File: config.mk
export PLATFORM = sky130hd
export DESIGN_NAME = bps_sequencer
export DESIGN_NICKNAME = d
export VERILOG_FILES = /design/src/inc/bps_pkg.sv /design/src/inc/bps_gate_if.sv /design/src/design/bps_sequencer.sv /design/src/design/bps_dead_time.sv
export SDC_FILE = /design/constraint.sdc
export NUM_CORES = 1
export LEC_CHECK = 0
export ABC_AREA = 1
export BUFFER_PORTS_ARGS = -buffer_cell sky130_fd_sc_hd__buf_2
export CAP_MARGIN = 15
export CORE_ASPECT_RATIO = 1.5
export CORE_MARGIN = 4
export CORE_UTILIZATION = 54
export DETAILED_ROUTE_END_ITERATION = 16
export GPL_ROUTABILITY_DRIVEN = 1
export PLACE_DENSITY = 0.75
export RECOVER_POWER = 25
export SYNTH_ARGS = -nofsm -noshare
export SYNTH_HDL_FRONTEND = slang
export SYNTH_SLANG_ARGS = --single-unit
File: constraint.sdc
create_clock -name sys_clk -period 1.6 [get_ports sys_clk]
set_input_delay 0.48 -clock sys_clk [delete_from_list [all_inputs] [get_ports sys_clk]]
set_output_delay 0.48 -clock sys_clk [all_outputs]
set_load 0.05 [all_outputs]
File: src/inc/bps_pkg.sv
// Purpose: constants and types for the buck protection sequencer
// Assumes: 50 MHz system clock, 1 us internal timebase
// Notes:   qualification delays are counted in timebase ticks
package bps_pkg;
    // clock and timebase
    localparam int CLK_HZ       = 50_000_000;
    localparam int TICK_US      = 1;
    localparam int TICK_CYC     = CLK_HZ / 1_000_000 * TICK_US;
    localparam int TICK_W       = 6;
    // qualification delays in microseconds
    localparam int OV_DELAY_US  = 10;
    localparam int UV_DELAY_US  = 100;
    localparam int PG_RISE_US   = 50;
    localparam int PG_FALL_US   = 10;
    localparam int QCNT_W       = 7;
    localparam logic [QCNT_W-1:0] OV_TICKS  = QCNT_W'(OV_DELAY_US / TICK_US);
    localparam logic [QCNT_W-1:0] UV_TICKS  = QCNT_W'(UV_DELAY_US / TICK_US);
    localparam logic [QCNT_W-1:0] PGR_TICKS = QCNT_W'(PG_RISE_US / TICK_US);
    localparam logic [QCNT_W-1:0] PGF_TICKS = QCNT_W'(PG_FALL_US / TICK_US);
    // dead time: least figure, rounded up to whole cycles
    localparam int DEAD_MIN_NS  = 10;
    localparam int DEAD_TYP_NS  = 20;
    localparam int DEAD_CYC_I   = (DEAD_MIN_NS * (CLK_HZ / 1_000_000) + 999) / 1000;
    localparam int DEAD_W       = 4;
    localparam logic [DEAD_W-1:0] DEAD_CYC = DEAD_W'((DEAD_CYC_I < 1) ? 1 : DEAD_CYC_I);
    // synchronised input vector positions
    localparam int IN_EN        = 0;
    localparam int IN_SUPPLY    = 1;
    localparam int IN_OV        = 2;
    localparam int IN_UV        = 3;
    localparam int IN_VALLEY_CURRENT_LIMIT      = 4;
    localparam int IN_THERM     = 5;
    localparam int IN_PG        = 6;
    localparam int IN_W         = 7;

    typedef enum logic [5:0] {
        ST_IDLE    = 6'h01,
        ST_LOCKOUT = 6'h02,
        ST_RUN     = 6'h04,
        ST_OV      = 6'h08,
        ST_UV      = 6'h10,
        ST_THERM   = 6'h20
    } bps_state_type;
endpackage

File: src/inc/bps_gate_if.sv
// Purpose: gate request and gate command between sequencer and dead-time stage
// Assumes: one clock domain
// Notes:   requests are levels, gates come from flip-flops
interface bps_gate_if;
    logic hs_req;
    logic ls_req;
    logic hs_gate;
    logic ls_gate;

    modport ctrl
    (
        output hs_req,
        output ls_req,
        input  hs_gate,
        input  ls_gate
    );

    modport dead
    (
        input  hs_req,
        input  ls_req,
        output hs_gate,
        output ls_gate
    );
endinterface

File: src/design/bps_sequencer.sv
// Purpose: fault protection, gate command and output-good sequencing
// Assumes: comparator results arrive as asynchronous digital levels
// Notes:   soft-start ramp itself is outside; this block pulses its restart
// Function
// - supply low stops switching, both gates off except in the over-voltage latch (low gate stays on); recovery resumes via soft start.
// - over-voltage held 10 us latches high gate off, low gate on.
// - under-voltage held 100 us latches both gates off.
// - voltage latches hold until enable drops and returns, then soft start.
// - high gate stays off while amplified sense exceeds valley limit.
// - high gate turns on again once sense falls below limit.
// - current limit never latches; switching continues, output droops.
// - thermal indication turns both gates off, except in the over-voltage latch, which keeps low gate on.
// - output discharge stays active throughout thermal shutdown.
// - thermal release restarts soft start without enable re-entry.
// - output-good released 50 us after output rises above threshold.
// - output-good pulled low 10 us after output falls below threshold.
// - dead time between one gate off and the other on, both ways.
module bps_sequencer
(
    // clock and reset
    input  wire logic  sys_clk,
    input  wire logic  reset_n,
    // control and comparator pins
    input  wire logic  enable,
    input  wire logic  supply_ok,
    input  wire logic  overvoltage_det,
    input  wire logic  undervoltage_det,
    input  wire logic  valley_current_limit,
    input  wire logic  thermal_shutdown,
    input  wire logic  output_above_good,
    // on-time generator request, same clock
    input  wire logic  pwm_high_req,
    // gate commands
    output wire logic  high_side_gate,
    output wire logic  low_side_gate,
    // soft start and discharge
    output wire logic  soft_start_restart,
    output wire logic  discharge_en,
    // output-good open drain
    output wire logic  output_good_flag_out,
    output wire logic  output_good_flag_oe_n,
    // status
    output wire logic  overvoltage_latch,
    output wire logic  undervoltage_latch
);
    logic                           rst_q1;
    logic                           rst_q2;
    logic                           rst_n;
    logic [bps_pkg::IN_W-1:0]       sync_q1;
    logic [bps_pkg::IN_W-1:0]       sync_q2;
    logic [bps_pkg::TICK_W-1:0]     tick_cnt_q;
    logic [bps_pkg::TICK_W-1:0]     tick_cnt_d;
    logic                           tick;
    bps_pkg::bps_state_type         state_q;
    bps_pkg::bps_state_type         state_d;
    logic [bps_pkg::QCNT_W-1:0]     ov_cnt_q;
    logic [bps_pkg::QCNT_W-1:0]     ov_cnt_d;
    logic [bps_pkg::QCNT_W-1:0]     uv_cnt_q;
    logic [bps_pkg::QCNT_W-1:0]     uv_cnt_d;
    logic [bps_pkg::QCNT_W-1:0]     pg_cnt_q;
    logic [bps_pkg::QCNT_W-1:0]     pg_cnt_d;
    logic [bps_pkg::QCNT_W-1:0]     pg_limit;
    logic                           pg_q;
    logic                           pg_d;
    logic                           start_q;
    logic                           start_d;
    logic                           dis_q;
    logic                           dis_d;
    logic                           en_s;
    logic                           sup_s;
    logic                           ov_s;
    logic                           uv_s;
    logic                           valley_current_limit_s;
    logic                           therm_s;
    logic                           pgc_s;
    logic                           run;

    bps_gate_if gate_if ();

    // qualification counter: counts ticks while active, clears otherwise
    function automatic logic [bps_pkg::QCNT_W-1:0] qual_next
    (
        input logic                          active,
        input logic [bps_pkg::QCNT_W-1:0]    cnt,
        input logic [bps_pkg::QCNT_W-1:0]    limit,
        input logic                          tk
    );
        logic [bps_pkg::QCNT_W-1:0] r;
        r = '0;
        if (active)
        begin
            r = (tk && (cnt < limit)) ? cnt + 1'b1 : cnt;
        end
        return r;
    endfunction

    // reset release through two flops
    always_ff @(posedge sys_clk or negedge reset_n)
    begin
        if (!reset_n)
        begin
            rst_q1 <= 1'b0;
            rst_q2 <= 1'b0;
        end
        else
        begin
            rst_q1 <= 1'b1;
            rst_q2 <= rst_q1;
        end
    end
    assign rst_n = rst_q2;

    always_ff @(posedge sys_clk or negedge rst_n)
    begin
        if (!rst_n)
        begin
            sync_q1 <= '0;
            sync_q2 <= '0;
        end
        else
        begin
            sync_q1 <= {output_above_good, thermal_shutdown, valley_current_limit,
                        undervoltage_det, overvoltage_det, supply_ok, enable};
            sync_q2 <= sync_q1;
        end
    end

    always_comb
    begin
        en_s    = sync_q2[bps_pkg::IN_EN];
        sup_s   = sync_q2[bps_pkg::IN_SUPPLY];
        ov_s    = sync_q2[bps_pkg::IN_OV];
        uv_s    = sync_q2[bps_pkg::IN_UV];
        valley_current_limit_s  = sync_q2[bps_pkg::IN_VALLEY_CURRENT_LIMIT];
        therm_s = sync_q2[bps_pkg::IN_THERM];
        pgc_s   = sync_q2[bps_pkg::IN_PG];
        run     = (state_q == bps_pkg::ST_RUN);
    end

    // timebase, qualification counters and state
    always_comb
    begin
        tick = (tick_cnt_q == bps_pkg::TICK_W'(bps_pkg::TICK_CYC - 1));
        tick_cnt_d = tick ? '0 : tick_cnt_q + 1'b1;
        // restart on dropout; expiry waits one more tick, never short
        ov_cnt_d = qual_next(run & ov_s, ov_cnt_q, bps_pkg::OV_TICKS, tick);
        uv_cnt_d = qual_next(run & uv_s, uv_cnt_q, bps_pkg::UV_TICKS, tick);
        pg_limit = pg_q ? bps_pkg::PGF_TICKS : bps_pkg::PGR_TICKS;
        pg_cnt_d = qual_next(run & (pgc_s != pg_q), pg_cnt_q, pg_limit, tick);
        pg_d     = pg_q;
        if (!run)
        begin
            pg_d = 1'b0;
        end
        else if ((pgc_s != pg_q) && tick && (pg_cnt_q == pg_limit))
        begin
            pg_d     = pgc_s;
            pg_cnt_d = '0;
        end
        state_d = state_q;
        start_d = 1'b0;
        unique case (state_q)
            bps_pkg::ST_IDLE:
            begin
                if (en_s && !sup_s)
                    state_d = bps_pkg::ST_LOCKOUT;
                else if (en_s)
                begin
                    state_d = bps_pkg::ST_RUN;
                    start_d = 1'b1;
                end
            end
            bps_pkg::ST_LOCKOUT:
            begin
                if (!en_s)
                    state_d = bps_pkg::ST_IDLE;
                else if (sup_s)
                begin
                    state_d = bps_pkg::ST_RUN;
                    start_d = 1'b1;
                end
            end
            bps_pkg::ST_RUN:
            begin
                if (!en_s)
                    state_d = bps_pkg::ST_IDLE;
                else if (!sup_s)
                    state_d = bps_pkg::ST_LOCKOUT;
                else if (therm_s)
                    state_d = bps_pkg::ST_THERM;
                else if (ov_s && tick && (ov_cnt_q == bps_pkg::OV_TICKS))
                    state_d = bps_pkg::ST_OV;
                else if (uv_s && tick && (uv_cnt_q == bps_pkg::UV_TICKS))
                    state_d = bps_pkg::ST_UV;
            end
            bps_pkg::ST_OV, bps_pkg::ST_UV:
            begin
                // only enable removal clears the latch
                if (!en_s)
                    state_d = bps_pkg::ST_IDLE;
            end
            bps_pkg::ST_THERM:
            begin
                if (!en_s)
                    state_d = bps_pkg::ST_IDLE;
                else if (!sup_s)
                    state_d = bps_pkg::ST_LOCKOUT;
                else if (!therm_s)
                begin
                    state_d = bps_pkg::ST_RUN;
                    start_d = 1'b1;
                end
            end
            default:
                state_d = bps_pkg::ST_IDLE;
        endcase
        // discharge held for the whole thermal state
        dis_d = (state_d == bps_pkg::ST_THERM);
    end

    always_ff @(posedge sys_clk or negedge rst_n)
    begin
        if (!rst_n)
        begin
            tick_cnt_q <= '0;
            ov_cnt_q   <= '0;
            uv_cnt_q   <= '0;
            pg_cnt_q   <= '0;
            pg_q       <= 1'b0;
            state_q    <= bps_pkg::ST_IDLE;
            start_q    <= 1'b0;
            dis_q      <= 1'b0;
        end
        else
        begin
            tick_cnt_q <= tick_cnt_d;
            ov_cnt_q   <= ov_cnt_d;
            uv_cnt_q   <= uv_cnt_d;
            pg_cnt_q   <= pg_cnt_d;
            pg_q       <= pg_d;
            state_q    <= state_d;
            start_q    <= start_d;
            dis_q      <= dis_d;
        end
    end

    // gate requests per state
    always_comb
    begin
        gate_if.hs_req = 1'b0;
        gate_if.ls_req = 1'b0;
        if (run)
        begin
            // high side held off above the valley limit
            // released once sense drops below it
            // limiting only shapes switching, never stops it
            gate_if.hs_req = pwm_high_req & ~valley_current_limit_s;
            gate_if.ls_req = ~gate_if.hs_req;
        end
        // latched over-voltage keeps low side on
        else if (state_q == bps_pkg::ST_OV)
        begin
            gate_if.ls_req = 1'b1;
        end
    end

    bps_dead_time u_dead
    (
        .clk   (sys_clk),
        .rst_n (rst_n),
        .g     (gate_if.dead)
    );

    assign high_side_gate        = gate_if.hs_gate;
    assign low_side_gate         = gate_if.ls_gate;
    assign soft_start_restart    = start_q;
    assign discharge_en          = dis_q;
    assign output_good_flag_out  = 1'b0;
    assign output_good_flag_oe_n = pg_q;
    assign overvoltage_latch     = (state_q == bps_pkg::ST_OV);
    assign undervoltage_latch    = (state_q == bps_pkg::ST_UV);
endmodule // bps_sequencer

File: src/design/bps_dead_time.sv
// Purpose: non-overlap stage between gate requests and gate commands
// Assumes: requests come from logic on the same clock
// Notes:   both requests high is treated as both off
module bps_dead_time
(
    // clock and reset
    input  wire logic      clk,
    input  wire logic      rst_n,
    // gate path
    bps_gate_if.dead       g
);
    logic                          hs_q;
    logic                          hs_d;
    logic                          ls_q;
    logic                          ls_d;
    logic [bps_pkg::DEAD_W-1:0]    cnt_q;
    logic [bps_pkg::DEAD_W-1:0]    cnt_d;
    logic                          want_hs;
    logic                          want_ls;

    always_comb
    begin
        want_hs = g.hs_req & ~g.ls_req;
        want_ls = g.ls_req & ~g.hs_req;
        // off at once, on only after gap
        hs_d = want_hs & (hs_q | (~ls_q & (cnt_q == '0)));
        ls_d = want_ls & (ls_q | (~hs_q & (cnt_q == '0)));
        if ((hs_q & ~hs_d) | (ls_q & ~ls_d))
        begin
            cnt_d = bps_pkg::DEAD_CYC;
        end
        else if (cnt_q != '0)
        begin
            cnt_d = cnt_q - 1'b1;
        end
        else
        begin
            cnt_d = cnt_q;
        end
    end

    always_ff @(posedge clk or negedge rst_n)
    begin
        if (!rst_n)
        begin
            hs_q  <= 1'b0;
            ls_q  <= 1'b0;
            cnt_q <= '0;
        end
        else
        begin
            hs_q  <= hs_d;
            ls_q  <= ls_d;
            cnt_q <= cnt_d;
        end
    end

    assign g.hs_gate = hs_q;
    assign g.ls_gate = ls_q;
endmodule // bps_dead_time

==> results of run 1 <==
## cell families after synthesis
kind of cell | Yosys count | synth area share [%]
adder cells (fa/ha/maj) | 13 | 5.47
XOR/XNOR | 7 | 2.06
flip-flops | 58 | 48.8
other | 2 | 0.252
AND/OR/NAND/NOR | 170 | 28.2
AO/OA/AOI/OAI | 39 | 7.40
buffers and inverters | 61 | 7.82
## how the worst max path moves through the flow
stage                                      startpoint               endpoint  slack [ns]  depth (start not counted)
detailed placement  output_good_flag_oe_n$_DFFE_PN0P_  pg_cnt_q[6]$_DFF_PN0_       -0.10                          8
global route                     state_q[3]$_DFF_PN0_     undervoltage_latch       -0.25                          4
CTS                              state_q[4]$_DFF_PN0_      overvoltage_latch       -0.15                          4
global placement    output_good_flag_oe_n$_DFFE_PN0P_  pg_cnt_q[6]$_DFF_PN0_       -0.05                          8
finish                           state_q[3]$_DFF_PN0_     undervoltage_latch       -0.19                          4
floorplan           output_good_flag_oe_n$_DFFE_PN0P_  pg_cnt_q[6]$_DFF_PN0_       -0.15                          8
## layout make-up
cell class	count	area (um2)	share of cell area, %
multi-input cells	231	1520	37.5
flip-flops and latches	58	1460	35.8
clock inverters	5	77.6	1.91
well taps	68	85.1	2.09
clock buffers	11	141	3.48
repair buffers	71	554	13.6
inverters	60	228	5.60
## through the flow
step | power [uW] | setup slack [ns] | std cells | setup TNS (ns) | area, um2
after global routing | 3690 | -0.252 | 504 | -2.81 | 4070
after floorplan | 1930 | -0.153 | 350 | -0.792 | 3020
after global placement | 2010 | -0.0451 | 457 | -0.162 | 3370
after detailed placement | 2030 | -0.101 | 457 | -0.481 | 3370
after CTS | 3540 | -0.155 | 494 | -0.630 | 3870
final | 3510 | -0.193 | 504 | -1.28 | 4070
## power by group through the flow
stage          clock network [uW]  logic, uW  registers, uW
6_report                     1470        423           1630
5_1_grt                      1580        478           1630
4_1_cts                      1500        413           1620
3_5_place_dp                    0        379           1650
3_3_place_gp                    0        365           1650
2_1_floorplan                   0        266           1660
## cell usage after synthesis, drive strengths merged
| cell type | n | area, um2 |
|---|---|---|
| nand2 | 64 | 270 |
| dfstp | 1 | 26.3 |
| o211ai | 1 | 7.51 |
| nor3 | 11 | 66.3 |
| a32o | 1 | 10.0 |
| or2 | 3 | 18.8 |
| ha | 13 | 163 |
| a32oi | 1 | 8.76 |
| o21bai | 2 | 15.0 |
| xor2 | 3 | 26.3 |
| inv | 60 | 225 |
| a21oi | 15 | 75.1 |
| xnor2 | 4 | 35.0 |
| nand3 | 29 | 158 |
| a211oi | 1 | 7.51 |
| o31ai | 1 | 7.51 |
| and3 | 2 | 12.5 |
| nor3b | 1 | 7.51 |
| nor2 | 49 | 230 |
| conb | 2 | 7.51 |
| buf | 1 | 7.51 |
| nand4 | 11 | 75.1 |
| o21ai | 15 | 75.1 |
| o22ai | 1 | 6.26 |
| dfrtp | 57 | 1430 |
| a21o | 1 | 7.51 |
## timing repair
action | 4_1_cts | 5_1_grt
pin swaps | 25 | 16
hold buffers | 1 | 0
gates resized for setup | 28 | 37
hold endpoints to repair | 2 | 0
setup buffers | 20 | 10
gates cloned | 0 | 0
setup endpoints to repair | 15 | 27
## per-layer routing
| layer | part of all wire [%] | global-route usage (%) |
|---|---|---|
| met1 | 39 | 23.9 |
| met5 | 0 | 0 |
| met2 | 56 | 36.8 |
| met3 | 3.0 | 6.27 |
| met4 | 2.6 | 9.04 |
## registers in the layout (all words and copies together), names as in the netlist, 4 cells and up
| register | flops |
|---|---|
| ov_cnt_q | 7 |
| pg_cnt_q | 7 |
| state_q | 6 |
| sync_q1 | 7 |
| sync_q2 | 7 |
| tick_cnt_q | 6 |
| u_dead.cnt_q | 4 |
| uv_cnt_q | 7 |
## worst max-delay path, delay by kind of cell (launching register included)
family | cells | cell delay [ns]
AND/OR/NAND/NOR | 2 | 0.30
flip-flops | 1 | 0.43
buffers and inverters | 2 | 0.26
==> metrics.txt, run 1 <==
outcome=finished with violations; failing checks=setup timing; initial core utilization=around 57%; Unique masters post-synth=36; Clock Tree Root=clkbuf_8; Worst EP required=about 1.1 ns; sequential share of the synthesized area=between 40 and 50%; CP Class=reg -> out; Initial DRC Count=approximately 110; Via density=around 5.2; crit path cell chain=nor2_2 > nand4_1 > inv_1 > buf_6; IO Port Bufs=16; R2R setup slack=-0.15 ns; # fillers=about 330; Seq cells post-synth=58; hold_ws=around 0.25 ns; Routed WL=between 6000 and 7000 um; clock tree sinks=58; htree depth=3; pwr dens=864 nW/um2; die height=a little under 100 um; IR drop worst, VDD=a little under 800 uV; RSZ-0062 raised after global routing=true; HPWL after detailed placement=between 4000 and 5000 um; Pint=approximately 2700 uW; share of layout cells above drive strength 1=between 30% and 40%; I/O pin total=18; largest net degree at the start of global routing=57; final core utilization=~78%; Worst-path clk slew=0.06 ns; DIE AREA=6790 um2; Nets=between 400 and 500; CP Capture Type=primary output; # DRC=0; final worst slack=-0.193 ns; vias in the first global route=roughly 2500; sequential power share=46.3%; Startpoint Class=register; worst reg2reg endpoint=pg_cnt_q[6]$_DFF_PN0_; Crit path largest cell delay=0.43 ns; hold_sp=overvoltage_det; Tcrit/Tclk final=112%; Rows=32; Slew Viols, Final=0; cts bufs inserted=9; Worst Reg-to-Reg Cells=8; CTS max path bufs=2; CTS tree=built; Yosys warnings=0; via total after detailed routing=about 2600; worst hold path class=in -> reg; core area=5250 um2; synthesized area per cell=8.50 um2; Mapped Nets=approximately 370; Wirelength per Cell=13.6 um; Switching Share=24.5%; Max transition margin=around 50%; critical-path cell with the highest stage delay=dfrtp_1; TritonRoute pass-1 iters=5; Final Hold Viols=0; leakage power=0.00194 uW; diode count=0; die width=roughly 70 um; Clock Latency Late Sink=between 0.3 and 0.4 ns; grt total ovfl=0; number of max-cap violations=0; initial antenna violation count=0; clock group share of total power=between 40% and 50%; Final Wtd Congestion=0.930; first-pass GRT wire length=roughly 11000 um; Synth-to-Final Area Change=36.6%; overall routing resource usage=a little over a fifth; combinational group share of total power=12.0%; Hold Path End=sync_q1[2]$_DFF_PN0_; final setup violation count=16; Crit path arrival time=roughly 1.3 ns; Tightest Pin Transition=0.756 ns; final clock skew=~0.0064 ns; minimum clock period=between 1.5 and 2 ns; Worst Path Max Fanout=3; commonest non-fill, non-tap cells in the layout=54 x inv_1, 54 x dfrtp_1, 51 x nand2_1; post-route ant nets=0; Post-Syn Area=2980 um2; RR Startpoint=output_good_flag_oe_n$_DFFE_PN0P_; Max Clk Rate=~0.56 GHz; hold depth=1; Post-Syn Instances=350; Psw=863 uW
(Power assumes the default switching activity.)
==> inputs of run 2 (changes only) <==
PLACE_DENSITY = default   (was 0.75)
PLACE_DENSITY_LB_ADDON = 0.05   (was default)
==> metrics.txt, run 2 (synthesis results as in run 1) <==
initial antenna violation count=0; first-pass GRT wire length=around 11000 um; DIE AREA=6790 um2; Psw=a little under 900 uW; Max Clk Rate=about 0.55 GHz; Worst-path clk slew=around 0.060 ns; core area=approximately 5200 um2; Crit path arrival time=1.33 ns; commonest non-fill, non-tap cell in the layout=dfrtp_1; Via density=a little over 5; Clock Tree Root=clkbuf_8; TritonRoute pass-1 iters=4; Tcrit/Tclk final=113%; minimum clock period=between 1.5 and 2 ns; leakage power=~0.0019 uW; Setup crit start=state_q[2]$_DFF_PN0_; worst reg2reg endpoint=pg_cnt_q[6]$_DFF_PN0_; share of layout cells above drive strength 1=a little over a third; via total after detailed routing=roughly 2600; CP Capture Type=primary output; commonest non-fill, non-tap cells in the layout=56 x dfrtp_1, 54 x inv_1, 49 x nand2_1; IO Port Bufs=16; cts bufs inserted=9; clock tree sinks=between 50 and 60; Initial DRC Count=92; Layout Cells excl Fill=500; CTS tree=built; initial core utilization=56.7%; RR Startpoint=output_good_flag_oe_n$_DFFE_PN0P_; final clock skew=about 0.012 ns; grt total ovfl=0; CP Capture Point=overvoltage_latch; final worst slack=-0.215 ns; number of max-cap violations=0; IR drop worst, VDD=a little under 1000 uV; Final Hold Viols=0; Worst Reg-to-Reg Cells=8; RSZ-0062 raised after global routing=true; Final Cell Area=4010 um2; HPWL after detailed placement=4410 um; Switching Share=approximately 26%; worst hold path class=reg -> async; vias in the first global route=roughly 2500; diode count=0; largest net degree at the start of global routing=32; Worst Path Max Fanout=3; Nets=roughly 450; cell count after placement=between 400 and 500; combinational group share of total power=between 10% and 20%; Startpoint Class=register; final setup violation count=10; post-route ant nets=0; die height=between 90 and 100 um; Worst EP required=approximately 1.1 ns; Final Wtd Congestion=between 0.9 and 1; Slew Viols, Final=0; sequential power share=between 40 and 50%; pwr dens=roughly 860 nW/um2; Wirelength per Cell=13.2 um; Area after DPL=between 3000 and 4000 um2; Clock Latency Late Sink=approximately 0.35 ns; htree depth=3; clock group share of total power=around two fifths; # DRC=0; CP Class=reg -> out; overall routing resource usage=approximately a fifth; Synth-to-Final Area Change=34.7%; failing checks=setup timing; I/O pin total=18; CTS max path bufs=2; R2R setup slack=-0.07 ns; Routed WL=between 6000 and 7000 um; die width=68.6 um; Pint=about 2600 uW; outcome=finished with violations; Rows=32; hold_ws=0.200 ns
-- run 2: cell type report --
type                            instances  area [um2]
Clock buffer                           13         169
Clock inverter                          2        35.0
Fill cell                             393        1240
Inverter                               60         228
Multi-Input combinational cell        231        1530
Sequential cell                        58        1450
Tap cell                               68        85.1
Timing Repair Buffer                   68         505
-- run 2: worst min path at each step --
| stage | from | endpoint | slack (ns) | depth (start not counted) |
|---|---|---|---|---|
| after global routing | valley_current_limit | sync_q1[4]$_DFF_PN0_ | 0.23 | 1 |
| after floorplan | reset_n | rst_n$_DFF_PN0_ | 0.18 | 0 |
| after global placement | rst_n$_DFF_PN0_ | sync_q2[1]$_DFF_PN0_ | 0.14 | 0 |
| after detailed placement | rst_n$_DFF_PN0_ | sync_q1[1]$_DFF_PN0_ | 0.15 | 0 |
| final | rst_n$_DFF_PN0_ | sync_q1[4]$_DFF_PN0_ | 0.20 | 0 |
| after CTS | rst_n$_DFF_PN0_ | sync_q1[4]$_DFF_PN0_ | 0.15 | 0 |
-- run 2: repair_timing --
| action | CTS | global route |
|---|---|---|
| hold endpoints to repair | 2 | 0 |
| gates cloned | 0 | 0 |
| endpoints found under the setup margin | 13 | 25 |
| hold buffers | 1 | 0 |
| setup buffers | 19 | 4 |
| pin swaps | 22 | 26 |
| resized for setup | 19 | 41 |
-- run 2: routing by layer --
layer,up-vias,share of wire [%],track usage (%)
met3,22,4.4,5.59
li1,1276,-,-
met5,-,0,0
met1,1207,38,21.1
met4,0,3.3,11.6
met2,60,54,37.7
-- run 2: critical path: stages (launching register included) --
cell and delay, ns:
dfrtp_1 0.41, inv_1 0.15, nand4_1 0.15, inv_1 0.11, buf_6 0.16
-- run 2: power groups by stage --
stage / logic, uW / clock network [uW] / registers (uW)
global placement: 370 / 0 / 1650
finish: 418 / 1410 / 1630
detailed placement: 371 / 0 / 1650
CTS: 398 / 1430 / 1630
global route: 483 / 1520 / 1640
floorplan: 266 / 0 / 1660
-- run 2: metrics by stage --
| stage | utilization (%) | TNS (ns) | worst slack [ns] | power, uW |
|---|---|---|---|---|
| 6_report | 76.4 | -0.615 | -0.215 | 3460 |
| 3_3_place_gp | 64.9 | -0.201 | -0.0584 | 2020 |
| 2_1_floorplan | - | -0.792 | -0.153 | 1930 |
| 3_5_place_dp | 64.9 | -0.550 | -0.112 | 2030 |
| 5_1_grt | 76.4 | -1.91 | -0.272 | 3640 |
| 4_1_cts | 73.2 | -0.635 | -0.207 | 3460 |
